### src/verilog/sbci_pkg.sv
package sbci_pkg;
  // Command identifiers
  localparam logic [7:0] CMD_ACK = 8'h00;
  localparam logic [7:0] CMD_NACK = 8'h01;
  localparam logic [7:0] CMD_FW_UPGRADE = 8'h02;
  localparam logic [7:0] CMD_BL_UPGRADE = 8'h03;
  localparam logic [7:0] CMD_READ_CFG = 8'h04;
  localparam logic [7:0] CMD_READ_STATUS = 8'h05;
  localparam logic [7:0] CMD_ENTER_CMD = 8'h06;
  localparam logic [7:0] CMD_ENTER_STREAM = 8'h07;
  localparam logic [7:0] CMD_FETCH_MEAS = 8'h09;
  localparam logic [7:0] CMD_OUT_SELECT = 8'h0a;
  localparam logic [7:0] CMD_STREAM_RATE = 8'h0b;
  localparam logic [7:0] CMD_TS_LOAD = 8'h42;
  localparam logic [7:0] CMD_OUT_FORMAT = 8'h4b;
  localparam logic [7:0] CMD_TS_ARM = 8'h53;

  // Chunk size for uploads
  localparam int CHUNK_BYTES = 256;

  // Configuration word layout
  localparam int CFG_RATE_LSB = 0;
  localparam int CFG_RATE_W = 3;
  localparam int CFG_SEL_LSB = 9;
  localparam int CFG_SEL_W = 13;
  localparam logic [31:0] CFG_SEL_MASK = 32'h003f_7e00;
  localparam int CFG_DMAG_BIT = 20;
  localparam int CFG_FMT16_BIT = 22;
  localparam int CFG_GTHR_BIT = 23;
  localparam int CFG_MCOMP_BIT = 24;
  localparam int CFG_ACOMP_BIT = 25;
  localparam int CFG_GAUTO_BIT = 30;

  // Status word layout
  localparam int ST_CMD_BIT = 0;
  localparam int ST_STREAM_BIT = 1;
  localparam int ST_GCAL_BIT = 3;
  localparam int ST_INIT_LSB = 5;
  localparam int ST_UNRESP_LSB = 9;
  localparam int ST_FLASH_BIT = 12;
  localparam int ST_RATE_FAIL_BIT = 14;

  // Rate codes, index into table
  localparam logic [2:0] RATE_CODE_RESET = 3'h4;

  // Timestamp tick 0.1 ms
  localparam int TS_TICK_NS = 100000;
  localparam int CLK_PERIOD_NS = 50;
  localparam int TS_TICK_CYC = TS_TICK_NS / CLK_PERIOD_NS;

  typedef struct packed {
    logic [7:0] cmd;
    logic [31:0] data;
    logic last;
  } sbci_req_t;

  typedef struct packed {
    logic [7:0] cmd;
    logic [31:0] data;
    logic has_data;
  } sbci_rsp_t;
endpackage : sbci_pkg

### src/verilog/sbci_top.sv
// Functional notes
// - Successful set commands get positive reply
// - Failed set commands get negative reply
// - Firmware chunks each acknowledged or rejected
// - Boot loader chunks each acknowledged or rejected individually
// - Read-config returns read-only configuration word
// - Config holds rate bits and selections
// - Config holds feature flag bits
// - Read-status returns status, calibration bit three
// - Status shows init failures and unresponsive sensors
// - Status shows flash and rate failures
// - Enter command mode; status mode bits
// - Streaming refuses all but enter-command
// - Fetch returns measurement per selection mask
// - Selection mask governs streamed and fetched
// - Stream rate accepts eight listed values
// - Format command selects float or integer
// - Timestamp load in 0.1 ms units
// - Arm hardware timestamp reset, then reply
`timescale 1ns/1ps
module sbci_top #(
  parameter int FIFO_DEPTH = 16,
  parameter int TS_DIV = sbci_pkg::TS_TICK_CYC
) (
  input wire logic i_clk_sys,
  input wire logic i_reset,
  input wire logic i_req_valid,
  output logic o_req_ready,
  input wire sbci_pkg::sbci_req_t i_req,
  output logic o_rsp_valid,
  input wire logic i_rsp_ready,
  output sbci_pkg::sbci_rsp_t o_rsp,
  output logic o_chunk_valid,
  output logic [7:0] o_chunk_byte,
  output logic o_chunk_is_loader,
  input wire logic i_chunk_ok,
  input wire logic [31:0] i_meas_data,
  output logic [31:0] o_meas_sel,
  output logic o_stream_en,
  output logic [2:0] o_rate_code,
  output logic [31:0] o_timestamp,
  input wire logic i_ts_trigger,
  input wire logic i_gyro_cal,
  input wire logic [3:0] i_init_fail,
  input wire logic [2:0] i_unresp,
  input wire logic i_flash_fail,
  input wire logic i_dyn_mag,
  input wire logic i_gyro_thr,
  input wire logic i_mag_comp,
  input wire logic i_acc_comp,
  input wire logic i_gyro_auto
);
  localparam int QW = $bits(sbci_pkg::sbci_req_t);
  initial begin
    if (FIFO_DEPTH < 2) $error("FIFO_DEPTH too small");
  end

  typedef enum logic [1:0] {
    SBCI_IDLE = 2'b00,
    SBCI_EXEC = 2'b01,
    SBCI_CHUNK = 2'b11,
    SBCI_REPLY = 2'b10
  } sbci_state_t;

  sbci_state_t st_q;
  sbci_pkg::sbci_req_t cur_q;
  logic [31:0] sel_q;
  logic [2:0] rate_q;
  logic fmt16_q;
  logic stream_q;
  logic rate_fail_q;
  logic ts_armed_q;
  logic [31:0] ts_q;
  logic [8:0] chunk_cnt_q;
  logic chunk_bad_q;
  logic [1:0] byte_idx_q;
  logic rsp_valid_q;
  sbci_pkg::sbci_rsp_t rsp_q;
  logic chunk_valid_q;
  logic [7:0] chunk_byte_q;
  logic chunk_ldr_q;
  logic [2:0] trig_sync_q;
  logic trig_lvl_q;

  // Request FIFO decouples the serial side from execution
  logic q_valid;
  sbci_pkg::sbci_req_t q_data;
  // Pop waits for the last reply to be taken, so o_rsp never changes under a pending reply
  wire q_pop = (st_q == SBCI_IDLE) && q_valid && !rsp_valid_q;
  localparam int CW = $clog2(FIFO_DEPTH) + 1;
  logic [CW-1:0] q_cnt_q;
  wire q_push = i_req_valid && o_req_ready;
  wire [CW-1:0] q_cnt_d = q_cnt_q + CW'(q_push) - CW'(q_pop);
  logic q_in_ready;
  sbci_fifo #(.WIDTH(QW), .DEPTH(FIFO_DEPTH)) i_sbci_fifo (
    .i_clk_sys(i_clk_sys),
    .i_reset(i_reset),
    .i_in_valid(q_push),
    .o_in_ready(q_in_ready),
    .i_in_data(i_req),
    .o_out_valid(q_valid),
    .i_out_ready(q_pop),
    .o_out_data(q_data)
  );
  logic ts_tick;
  sbci_tick #(.DIV(TS_DIV)) i_sbci_tick (
    .i_clk_sys(i_clk_sys),
    .i_reset(i_reset),
    .o_tick(ts_tick)
  );

  // Rate value decoding; illegal rates flag failure
  wire [31:0] arg = cur_q.data;
  logic [2:0] rate_enc;
  logic rate_ok;
  always_comb begin
    rate_ok = 1'b1;
    unique case (arg)
      32'd5: rate_enc = 3'd0;
      32'd10: rate_enc = 3'd1;
      32'd30: rate_enc = 3'd2;
      32'd50: rate_enc = 3'd3;
      32'd100: rate_enc = 3'd4;
      32'd200: rate_enc = 3'd5;
      32'd300: rate_enc = 3'd6;
      32'd500: rate_enc = 3'd7;
      default: begin
        rate_enc = rate_q;
        rate_ok = 1'b0;
      end
    endcase
  end

  // Assembled configuration and status words
  wire [31:0] cfg_word = (32'(rate_q) << sbci_pkg::CFG_RATE_LSB)
                       | (sel_q & sbci_pkg::CFG_SEL_MASK)
                       | (32'(i_dyn_mag) << sbci_pkg::CFG_DMAG_BIT)
                       | (32'(fmt16_q) << sbci_pkg::CFG_FMT16_BIT)
                       | (32'(i_gyro_thr) << sbci_pkg::CFG_GTHR_BIT)
                       | (32'(i_mag_comp) << sbci_pkg::CFG_MCOMP_BIT)
                       | (32'(i_acc_comp) << sbci_pkg::CFG_ACOMP_BIT)
                       | (32'(i_gyro_auto) << sbci_pkg::CFG_GAUTO_BIT);
  wire [31:0] st_word = (32'(!stream_q) << sbci_pkg::ST_CMD_BIT)
                      | (32'(stream_q) << sbci_pkg::ST_STREAM_BIT)
                      | (32'(i_gyro_cal) << sbci_pkg::ST_GCAL_BIT)
                      | (32'(i_init_fail) << sbci_pkg::ST_INIT_LSB)
                      | (32'(i_unresp) << sbci_pkg::ST_UNRESP_LSB)
                      | (32'(i_flash_fail) << sbci_pkg::ST_FLASH_BIT)
                      | (32'(rate_fail_q) << sbci_pkg::ST_RATE_FAIL_BIT);

  // Streaming blocks everything except enter-command
  wire refused = stream_q && (cur_q.cmd != sbci_pkg::CMD_ENTER_CMD);
  wire is_chunk = (cur_q.cmd == sbci_pkg::CMD_FW_UPGRADE) || (cur_q.cmd == sbci_pkg::CMD_BL_UPGRADE);
  wire rsp_take = rsp_valid_q && i_rsp_ready;
  wire chunk_done = (chunk_cnt_q == 9'(sbci_pkg::CHUNK_BYTES - 1));

  // Trigger pin: three flops, change counted when stages two and three agree
  wire trig_agree = (trig_sync_q[1] == trig_sync_q[2]);
  wire trig_rise = trig_agree && trig_sync_q[2] && !trig_lvl_q;
  always_ff @(posedge i_clk_sys) begin
    if (i_reset) begin
      trig_sync_q <= '0;
      trig_lvl_q <= 1'b0;
    end else begin
      trig_sync_q <= {trig_sync_q[1:0], i_ts_trigger};
      if (trig_agree) trig_lvl_q <= trig_sync_q[2];
    end
  end

  // Timestamp counter: load, armed pin reset, 0.1 ms tick
  always_ff @(posedge i_clk_sys) begin
    if (i_reset) begin
      ts_q <= '0;
      ts_armed_q <= 1'b0;
    end else if (st_q == SBCI_EXEC && !refused && cur_q.cmd == sbci_pkg::CMD_TS_LOAD) begin
      ts_q <= arg;
    end else if (st_q == SBCI_EXEC && !refused && cur_q.cmd == sbci_pkg::CMD_TS_ARM) begin
      ts_armed_q <= 1'b1;
    end else if (ts_armed_q && trig_rise) begin
      ts_q <= '0;
      ts_armed_q <= 1'b0;
    end else if (ts_tick) begin
      ts_q <= ts_q + 32'h0000_0001;
    end
  end

  // Command sequencer
  always_ff @(posedge i_clk_sys) begin
    if (i_reset) begin
      st_q <= SBCI_IDLE;
      cur_q <= '0;
      sel_q <= '0;
      rate_q <= sbci_pkg::RATE_CODE_RESET;
      fmt16_q <= 1'b0;
      stream_q <= 1'b0;
      rate_fail_q <= 1'b0;
      chunk_cnt_q <= '0;
      chunk_bad_q <= 1'b0;
      byte_idx_q <= '0;
      rsp_valid_q <= 1'b0;
      rsp_q <= '0;
      chunk_valid_q <= 1'b0;
      chunk_byte_q <= '0;
      chunk_ldr_q <= 1'b0;
    end else begin
      chunk_valid_q <= 1'b0;
      if (rsp_take) rsp_valid_q <= 1'b0;
      unique case (st_q)
        SBCI_IDLE: if (q_pop) begin
          cur_q <= q_data;
          st_q <= SBCI_EXEC;
        end
        SBCI_EXEC: begin
          st_q <= SBCI_REPLY;
          rsp_q <= '{cmd: sbci_pkg::CMD_ACK, data: '0, has_data: 1'b0};
          if (refused) begin
            rsp_q.cmd <= sbci_pkg::CMD_NACK;
          end else begin
            unique case (cur_q.cmd)
              sbci_pkg::CMD_FW_UPGRADE, sbci_pkg::CMD_BL_UPGRADE: begin
                // Chunk bytes arrive four per request word, low byte first
                chunk_valid_q <= 1'b1;
                chunk_byte_q <= arg[7:0];
                chunk_ldr_q <= (cur_q.cmd == sbci_pkg::CMD_BL_UPGRADE);
                chunk_bad_q <= chunk_bad_q | !i_chunk_ok;
                byte_idx_q <= 2'd1;
                st_q <= SBCI_CHUNK;
              end
              sbci_pkg::CMD_READ_CFG: rsp_q <= '{cmd: cur_q.cmd, data: cfg_word, has_data: 1'b1};
              sbci_pkg::CMD_READ_STATUS: rsp_q <= '{cmd: cur_q.cmd, data: st_word, has_data: 1'b1};
              sbci_pkg::CMD_ENTER_CMD: stream_q <= 1'b0;
              sbci_pkg::CMD_ENTER_STREAM: stream_q <= 1'b1;
              sbci_pkg::CMD_FETCH_MEAS: rsp_q <= '{cmd: cur_q.cmd, data: i_meas_data & sel_q, has_data: 1'b1};
              sbci_pkg::CMD_OUT_SELECT: sel_q <= arg & sbci_pkg::CFG_SEL_MASK;
              sbci_pkg::CMD_STREAM_RATE: begin
                rate_q <= rate_enc;
                rate_fail_q <= !rate_ok;
                if (!rate_ok) rsp_q.cmd <= sbci_pkg::CMD_NACK;
              end
              sbci_pkg::CMD_OUT_FORMAT: begin
                if (arg > 32'h0000_0001) rsp_q.cmd <= sbci_pkg::CMD_NACK;
                else fmt16_q <= arg[0];
              end
              sbci_pkg::CMD_TS_LOAD, sbci_pkg::CMD_TS_ARM: ;
              default: rsp_q.cmd <= sbci_pkg::CMD_NACK;
            endcase
          end
        end
        SBCI_CHUNK: begin
          // Remaining bytes of the request word, then decide on chunk end
          if (byte_idx_q != 2'd0) begin
            chunk_valid_q <= 1'b1;
            chunk_byte_q <= arg[8*byte_idx_q +: 8];
            chunk_bad_q <= chunk_bad_q | !i_chunk_ok;
            chunk_cnt_q <= chunk_cnt_q + 9'd1;
            byte_idx_q <= byte_idx_q + 2'd1;
          end else if (chunk_done || cur_q.last) begin
            rsp_q <= '{cmd: (chunk_bad_q || !chunk_done) ? sbci_pkg::CMD_NACK : sbci_pkg::CMD_ACK,
                       data: '0, has_data: 1'b0};
            chunk_cnt_q <= '0;
            chunk_bad_q <= 1'b0;
            rsp_valid_q <= 1'b1;
            st_q <= SBCI_IDLE;
          end else begin
            chunk_cnt_q <= chunk_cnt_q + 9'd1;
            st_q <= SBCI_IDLE;
          end
        end
        SBCI_REPLY: if (!rsp_valid_q || rsp_take) begin
          rsp_valid_q <= 1'b1;
          st_q <= SBCI_IDLE;
        end
        default: st_q <= SBCI_IDLE;
      endcase
    end
  end

  // Registered outputs
  always_ff @(posedge i_clk_sys) begin
    if (i_reset) begin
      o_req_ready <= 1'b0;
      q_cnt_q <= '0;
    end else begin
      o_req_ready <= (q_cnt_d < CW'(FIFO_DEPTH)); // Ready one edge ahead of the fill level
      q_cnt_q <= q_cnt_d;
    end
  end
  assign o_rsp_valid = rsp_valid_q;
  assign o_rsp = rsp_q;
  assign o_chunk_valid = chunk_valid_q;
  assign o_chunk_byte = chunk_byte_q;
  assign o_chunk_is_loader = chunk_ldr_q;
  assign o_meas_sel = sel_q;
  assign o_stream_en = stream_q;
  assign o_rate_code = rate_q;
  assign o_timestamp = ts_q;

  // Checks
  a_stream_refuse: assert property (@(posedge i_clk_sys) disable iff (i_reset)
    (st_q == SBCI_EXEC && stream_q && cur_q.cmd != sbci_pkg::CMD_ENTER_CMD) |=> rsp_q.cmd == sbci_pkg::CMD_NACK)
    else $error("command accepted in streaming mode");
  a_mode_bits: assert property (@(posedge i_clk_sys) disable iff (i_reset)
    (st_q == SBCI_EXEC && !refused && cur_q.cmd == sbci_pkg::CMD_ENTER_STREAM) |=> st_word[1:0] == 2'b10)
    else $error("mode bits wrong");
  a_push_room: assert property (@(posedge i_clk_sys) disable iff (i_reset)
    q_push |-> q_in_ready) else $error("push into full buffer");
  a_rate_bad: assert property (@(posedge i_clk_sys) disable iff (i_reset)
    (st_q == SBCI_EXEC && !refused && cur_q.cmd == sbci_pkg::CMD_STREAM_RATE && !rate_ok)
    |=> rsp_q.cmd == sbci_pkg::CMD_NACK && rate_fail_q && $stable(rate_q)) else $error("bad rate accepted");
  a_cfg_read: assert property (@(posedge i_clk_sys) disable iff (i_reset)
    (st_q == SBCI_EXEC && !refused && cur_q.cmd == sbci_pkg::CMD_READ_CFG)
    |=> rsp_q.data[2:0] == rate_q && rsp_q.data[8:3] == 6'h00) else $error("config word wrong");
  a_sel_mask: assert property (@(posedge i_clk_sys) disable iff (i_reset)
    (sel_q & ~sbci_pkg::CFG_SEL_MASK) == 32'h0000_0000) else $error("selection outside mask");
  a_fmt_bit: assert property (@(posedge i_clk_sys) disable iff (i_reset)
    (st_q == SBCI_EXEC && !refused && cur_q.cmd == sbci_pkg::CMD_OUT_FORMAT && arg == 32'h0000_0001)
    |=> fmt16_q && cfg_word[22]) else $error("format not applied");
  a_unknown_nack: assert property (@(posedge i_clk_sys) disable iff (i_reset)
    (st_q == SBCI_EXEC && cur_q.cmd == 8'h08) |=> rsp_q.cmd == sbci_pkg::CMD_NACK) else $error("unknown acked");
  a_reply_follows: assert property (@(posedge i_clk_sys) disable iff (i_reset)
    (st_q == SBCI_EXEC && !is_chunk && !rsp_valid_q) |=> ##1 rsp_valid_q) else $error("reply missing");
  a_ts_load: assert property (@(posedge i_clk_sys) disable iff (i_reset)
    (st_q == SBCI_EXEC && !refused && cur_q.cmd == sbci_pkg::CMD_TS_LOAD) |=> ts_q == $past(arg))
    else $error("timestamp not loaded");
endmodule : sbci_top

### src/verilog/sbci_fifo.sv
`timescale 1ns/1ps
module sbci_fifo #(
  parameter int WIDTH = 8,
  parameter int DEPTH = 16
) (
  input wire logic i_clk_sys,
  input wire logic i_reset,
  input wire logic i_in_valid,
  output logic o_in_ready,
  input wire logic [WIDTH-1:0] i_in_data,
  output logic o_out_valid,
  input wire logic i_out_ready,
  output logic [WIDTH-1:0] o_out_data
);
  localparam int AW = $clog2(DEPTH);
  initial begin
    if (DEPTH < 2 || (1 << AW) != DEPTH) $error("DEPTH must be a power of two");
  end

  logic [WIDTH-1:0] mem_q [DEPTH];
  logic [AW:0] wr_q;
  logic [AW:0] rd_q;
  wire empty = (wr_q == rd_q);
  wire full = (wr_q[AW-1:0] == rd_q[AW-1:0]) && (wr_q[AW] != rd_q[AW]);
  wire push = i_in_valid && !full;
  wire pop = !empty && i_out_ready;

  assign o_in_ready = !full;
  assign o_out_valid = !empty;
  assign o_out_data = mem_q[rd_q[AW-1:0]];

  // Pointers carry an extra wrap bit so full and empty are exact
  always_ff @(posedge i_clk_sys) begin
    if (i_reset) begin
      wr_q <= '0;
      rd_q <= '0;
    end else begin
      if (push) wr_q <= wr_q + 1'b1;
      if (pop) rd_q <= rd_q + 1'b1;
    end
  end

  // Storage has no reset
  always_ff @(posedge i_clk_sys) begin
    if (push) mem_q[wr_q[AW-1:0]] <= i_in_data;
  end
endmodule : sbci_fifo

### src/verilog/sbci_tick.sv
`timescale 1ns/1ps
module sbci_tick #(
  parameter int DIV = 2000
) (
  input wire logic i_clk_sys,
  input wire logic i_reset,
  output logic o_tick
);
  initial begin
    if (DIV < 1) $error("DIV must be at least 1");
  end
  logic [$clog2(DIV+1)-1:0] cnt_q;

  // One-cycle enable every DIV cycles
  always_ff @(posedge i_clk_sys) begin
    if (i_reset || o_tick) cnt_q <= '0;
    else cnt_q <= cnt_q + 1'b1;
  end
  assign o_tick = (cnt_q == ($clog2(DIV+1))'(DIV - 1));
endmodule : sbci_tick

### config.mk
export PLATFORM = sky130hd
export DESIGN_NAME = sbci_top
export DESIGN_NICKNAME = d
export VERILOG_FILES = /design/src/verilog/sbci_pkg.sv /design/src/verilog/sbci_top.sv /design/src/verilog/sbci_fifo.sv /design/src/verilog/sbci_tick.sv
export SDC_FILE = /design/constraint.sdc
export NUM_CORES = 1
export LEC_CHECK = 0
export BUFFER_PORTS_ARGS = -buffer_cell sky130_fd_sc_hd__clkbuf_2
export CORE_MARGIN = 3
export CORE_UTILIZATION = 25
export CTS_BUF_LIST = sky130_fd_sc_hd__clkbuf_8 sky130_fd_sc_hd__clkbuf_16
export CTS_CLUSTER_DIAMETER = 60
export DETAILED_ROUTE_END_ITERATION = 6
export SYNTH_ARGS = -nofsm -noshare
export SYNTH_HDL_FRONTEND = slang
export SYNTH_SLANG_ARGS = --single-unit
### constraint.sdc
create_clock -name i_clk_sys -period 15.5 [get_ports i_clk_sys]
set_input_delay 3.1 -clock i_clk_sys [delete_from_list [all_inputs] [get_ports i_clk_sys]]
set_output_delay 3.1 -clock i_clk_sys [all_outputs]
set_load 0.005 [all_outputs]
# --- Word-level counts from Yosys, hierarchy flattened ---
# Memory sizes are Yosys's and may differ from the RTL's. A register that Yosys moved wholly into a read port is not among the register bits.
# Cells that the tools add are included.
classes:
  mul: 0
  eq_ne: 39
  shifts: 1
  n_mux: 51
  n_reduce_logical: 51
  n_lt_le_gt_ge: 2
  bitwise_logic: 18
  addsub: 8
  div: 0
ops:
  columns: ["cell", "n"]
  rows:
  - ["32-bit 2-to-1 mux", 4]
  - ["33-bit case mux with 3 select lines", 1]
  - ["41-bit 2-to-1 mux", 2]
  - ["41-bit case mux with 2 select lines", 1]
  - ["32-bit by 9-bit == test with 1-bit output (second input constant)", 2]
  - ["33-bit 2-to-1 mux", 1]
  - ["32-bit by 1-bit adder with 32-bit output (second input constant)", 1]
  - ["32-bit by 22-bit AND with 32-bit output", 1]
  - ["32-bit by 3-bit == test with 1-bit output (second input constant)", 1]
  - ["32-bit by 4-bit == test with 1-bit output (second input constant)", 1]
  - ["32-bit by 5-bit == test with 1-bit output (second input constant)", 1]
  - ["32-bit by 6-bit == test with 1-bit output (second input constant)", 1]
  - ["32-bit by 7-bit == test with 1-bit output (second input constant)", 1]
  - ["32-bit by 8-bit == test with 1-bit output (second input constant)", 1]
  - ["8-bit by 3-bit == test with 1-bit output (second input constant)", 4]
  - ["32-bit by 1-bit > comparator with 1-bit output (second input constant)", 1]
  - ["8-bit 2-to-1 mux", 4]
  - ["8-bit case mux with 4 select lines", 1]
  - ["32-bit by 6-bit variable part select with 8-bit output", 1]
  - ["26-bit by 31-bit OR with 31-bit output", 1]
  - ["25-bit by 26-bit OR with 26-bit output", 1]
  - ["24-bit by 25-bit OR with 25-bit output", 1]
  - ["8-bit by 4-bit == test with 1-bit output (second input constant)", 3]
  - ["8-bit by 7-bit == test with 1-bit output (second input constant)", 3]
  - ["54 further kinds", 131]
word_totals:
  in_bits: 93
  output_inout_bits: 121
  rom_bits: 0
  ff_bits: 148
  mem_count: 1
  wordCells: 196
  latch_bits: 0
  ramBits: 656
memory_table:
  columns: ["name", "words", "width", "rd", "rd_clocked_by_memory_dff", "wr", "line", "text"]
  rows:
  - ["i_sbci_fifo.mem_q", 16, 41, 1, 1, 1, "sbci_fifo.sv:20", "logic [WIDTH-1:0] mem_q [DEPTH];"]

# --- Longest topological paths before layout ---
logic_depth:
  depth_word: 10
  ltp_mapped: 18
  ltp_nobuf: 14

# --- By module ---
# Synthesis repeated with hierarchy kept, for this count alone.
unflattened:
  hier_cells: 2067
  area_unflattened_um2: 34373.0
by_module_without_submodules:
  columns: ["module", "cells_per_inst", "n_inst", "area_each_um2", "seq_area_each_um2"]
  rows:
  - ["sbci_fifo", 1012, 1, 25922.4, 19979.2]
  - ["sbci_top", 998, 1, 7966.4, 3223.1]
  - ["sbci_tick", 57, 1, 484.2, 220.2]

# --- Worst setup path before layout ---
# Ideal clock, no wire load.
synth_path:
  kind: "input to register"
  startpoint: "input port i_req_valid"
  endpoint: "memory i_sbci_fifo.mem_q[3][0] (netlist bit) (enable)"
  required_ps: 15010
  path_slack_ps: 8401
  arrival_ps: 6608
  cell_stages: 4
  path_buffers: 0
  setup_time_ps: 490
  cell_sequence: "nand2_1 -> a21oi_1 -> nand2_1 -> nor3_1"
synth_between:
  elab_chain_cells: 4
synth_rtl:
  columns: ["element", "line", "text"]
  rows:
  - ["start, declared", "sbci_top.sv:27", "input wire logic i_req_valid,"]
  - ["1-bit logical AND", "sbci_top.sv:92", "wire q_push = i_req_valid && o_req_ready;"]
  - ["1-bit logical AND", "sbci_fifo.sv:25", "wire push = i_in_valid && !full;"]
  - ["1-bit 2-to-1 mux", "sbci_fifo.sv:45", "if (push) mem_q[wr_q[AW-1:0]] <= i_in_data;"]
  - ["1-bit 2-to-1 mux (implied by the code)", "sbci_fifo.sv:45", null]
  - ["end, declared", "sbci_fifo.sv:20", null]
# Every way passes these cells.

# --- Worst setup path after layout ---
layout_path:
  startpoint: "input port i_req_valid"
  endpoint: "memory i_sbci_fifo.mem_q[12][25] (netlist bit) (enable)"
# Same word-level chain as after synthesis.

==> reports/qor.txt <==
Main synth FF type: edfxtp_1
Postcts setup bufs: 0
Initial DRC Count: 1865
Clock buffer depth: 3
Top cell type's share of synthesized area: 58.26%
Root Buffer: clkbuf_16
Worst Path Buf+Inv: 2
Final nets: 2339
Internal power: 4.079 mW
TritonCTS buffer count: 89
MaxCap Viol Count: 0
Fin Hold WS: 459.1 ps
# placed instances: 3906
Min Tclk post-route: 5464 ps
Number of global-route vias before repair: 18.69k
Clock latency on the worst-skew pair: 680 ps
Tcrit/Tclk final: 35.25%
Routed WL per cell: 21.27 um
I/O pin total: 214
CP top delay family: simple AND/OR/NAND/NOR gates
Core Box Area: 133800 um2
PD cells: 141.4 nW/um2
Clock power share: 38.0%
Pin count of the biggest net entering global routing: 107
Setup TNS: 0 ps
Worst slew pin tran: 1100 ps
Area growth syn-to-layout: 16.93%
Fmax: 0.1830 GHz
Grt ovf: 0
FF-to-FF path depth: 6
Sw frac: 27.02%
Leak Pwr: 12.46 nW
CP peak stage delay: 790 ps
Synth Register Bits: 838
Sequential Area: 23350 um2
Commonest non-fill, non-tap cell in the layout: edfxtp_1
Netlist cell types: 85
Worst-path cell chain: clkbuf_2 > nand2_1 > a21oi_1 > nand2_1 > nor2_4 > buf_4
Worst Path Required: 15770 ps
CP most frequent cell: nand2_1
Fillers: 13.26k
Htree depth: 3
Initial antenna violation count: 16
Combinational power share: 14.5%
Ratio of cells with drive above 1 in the final layout: 25.58%
Arrival @ worst endpoint: 5740 ps
Syn avg cell area: 16.36 um2
Status: finished, final reports clean
Hold Path Depth: 1
NetSw: 1.510 mW
Hold buffers post-CTS: 0
Finished Layout Cells: 4072
Row cnt: 134
Syn Std Cell Area: 33810 um2
Final Hold Fails: 0
DRC Markers: 0
Clk slew on worst S/H paths: 60 ps
HPWL Detailed: 51020 um
GRT Util Overall: 12.10%
Die height: 373.8 um
FFs w/ async S/R, synth: 0%
Crit path capture type: register
CTS Sinks: 838
CTS resizes: 0
RSZ-0062 raised after global routing: no
Most frequent cells in the layout: 656 x edfxtp_1, 205 x mux4_2, 178 x nand2_1, 178 x dfxtp_1, 165 x clkbuf_2
Sequential share of power: 47.6%
Rel. slew slack: 26.68%
Critical path fanouts, max: 22
Synth Warn #: 0
Die W: 373.8 um
Hold WC Path Type: register to register
Critical path depth: 6
CTS tree: built
Placer Congestion: 0.8585
DR vias/cell: 4.643
Worst Skew: 58.18 ps
Synth area leaders: edfxtp_1 58%, mux4_2 14%, dfxtp_1 11%, nand2_1 2.0%, a21oi_1 1.8%
Initial Util: 25.27%
DRT antenna net count: 0
Pre-antenna DRT Iters: 5
Post-synth EDFFs: 656
# port buffers: 166
Seq/Total Area, Yosys: 69.04%
Global-route wire length before repair: 127300 um
Max VDD drop: 89.83 uV
DR vias: 18.91k
Critical Path Source Type: input port
Pwr Total: 5.589 mW
Die area: 139700 um2
CP max stage cell: nor2_4
Number of cells produced by synthesis: 2067
Drt total wl: 86600 um
Synth area leader: edfxtp_1
Critical path class: input port to register
Final Max Tran Viols: 0
Multi-input logic area: 9766 um2
Layout Utilization: 29.55%
Final setup vio count: 0
==> kinds of logic after synthesis <==
| logic type | synth area share [%] |
|---|---|
| flip-flops | 69.04 |
| AND/OR/NAND/NOR | 7.131 |
| AO/OA/AOI/OAI | 5.418 |
| multiplexers | 14.21 |
| buffers and inverters | 2.690 |
| XOR/XNOR | 0.8548 |
| adder cells (fa/ha/maj) | 0.6513 |
| other | 0.01109 |
==> path summary, 6_finish.rpt <==
kind	startpoint	endpoint	slack (ps)
max	i_req_valid	i_sbci_fifo.mem_q[12][25]$_DFFE_PP_	10040
min	trig_sync_q[0]$_SDFF_PP0_	trig_sync_q[1]$_SDFF_PP0_	460
max reg2reg	i_sbci_fifo.rd_q[1]$_SDFFE_PP0P_	i_sbci_fifo.mem_q[12][25]$_DFFE_PP_	11490
min reg2reg	trig_sync_q[0]$_SDFF_PP0_	trig_sync_q[1]$_SDFF_PP0_	460
==> through the flow <==
stage,instance area (um2),worst slack (ps)
after floorplan,33910,8401
after global placement,36550,9363
after detailed placement,36550,9338
after CTS,39520,10020
after global routing,39520,9813
final,39540,10040
==> power by group through the flow <==
stage               Sequential (mW)  Combinational [mW]  Clock [mW]
finish                         2.66               0.808        2.12
global route                   2.67               0.892        2.26
CTS                            2.66               0.819        2.17
detailed placement             2.70               0.818           0
global placement               2.70               0.811           0
floorplan                      2.59               0.652           0
==> flip-flops by register name, indices dropped and copies added, names as in the netlist, 3 cells and up <==
register / count
i_sbci_fifo.mem_q: 656
o_rsp: 34
arg: 32
o_timestamp: 32
o_meas_sel: 12
i_sbci_tick.cnt_q: 11
chunk_cnt_q: 9
cur_q: 9
o_chunk_byte: 8
i_sbci_fifo.rd_q: 5
i_sbci_fifo.wr_q: 5
q_cnt_q: 5
o_rate_code: 3
trig_sync_q: 3
==> cell type report <==
class	instances	area share, %
diodes	5	0.03165
clock buffers	92	5.738
clock inverters	69	1.782
inverters	28	0.2658
multi-input cells	1071	24.70
flip-flops and latches	838	59.07
well taps	1768	5.595
repair buffers	201	2.813
==> worst reg2reg max path, stage by stage, from the launching register on <==
cell	delay [ps]
dfxtp_4	900
xor2_1	200
nor4_1	110
a21oi_1	630
nand2_1	390
nor2_4	790
buf_4	550
==> routing by layer <==
| layer | up-vias | part of all wire [%] | routed length [um] | track usage (%) |
|---|---|---|---|---|
| met2 | 652 | 45 | 39230 | 18.53 |
| met3 | 135 | 8.4 | 7249 | 3.629 |
| met1 | 9664 | 44 | 38310 | 16.81 |
| li1 | 8442 | - | - | - |
| met4 | 14 | 2.0 | 1718 | 2.912 |
| met5 | - | 0.11 | 91 | 0 |
==> cells in the mapped netlist, drive strengths merged, types with 7 or more instances <==
cell type,number
a211oi,7
a21o,17
a21oi,126
a22oi,33
a31oi,8
a32oi,8
and3,22
buf,76
clkbuf,80
dfxtp,182
edfxtp,656
ha,16
inv,28
mux2i,13
mux4,205
nand2,179
nand2b,8
nand3,24
nand4,20
nor2,120
nor2b,10
nor3,24
nor3b,7
nor4,25
nor4b,7
o21ai,33
o221ai,8
o32ai,11
or4,12
xnor2,11
xor2,22
Power figures use the tool's default switching activity.
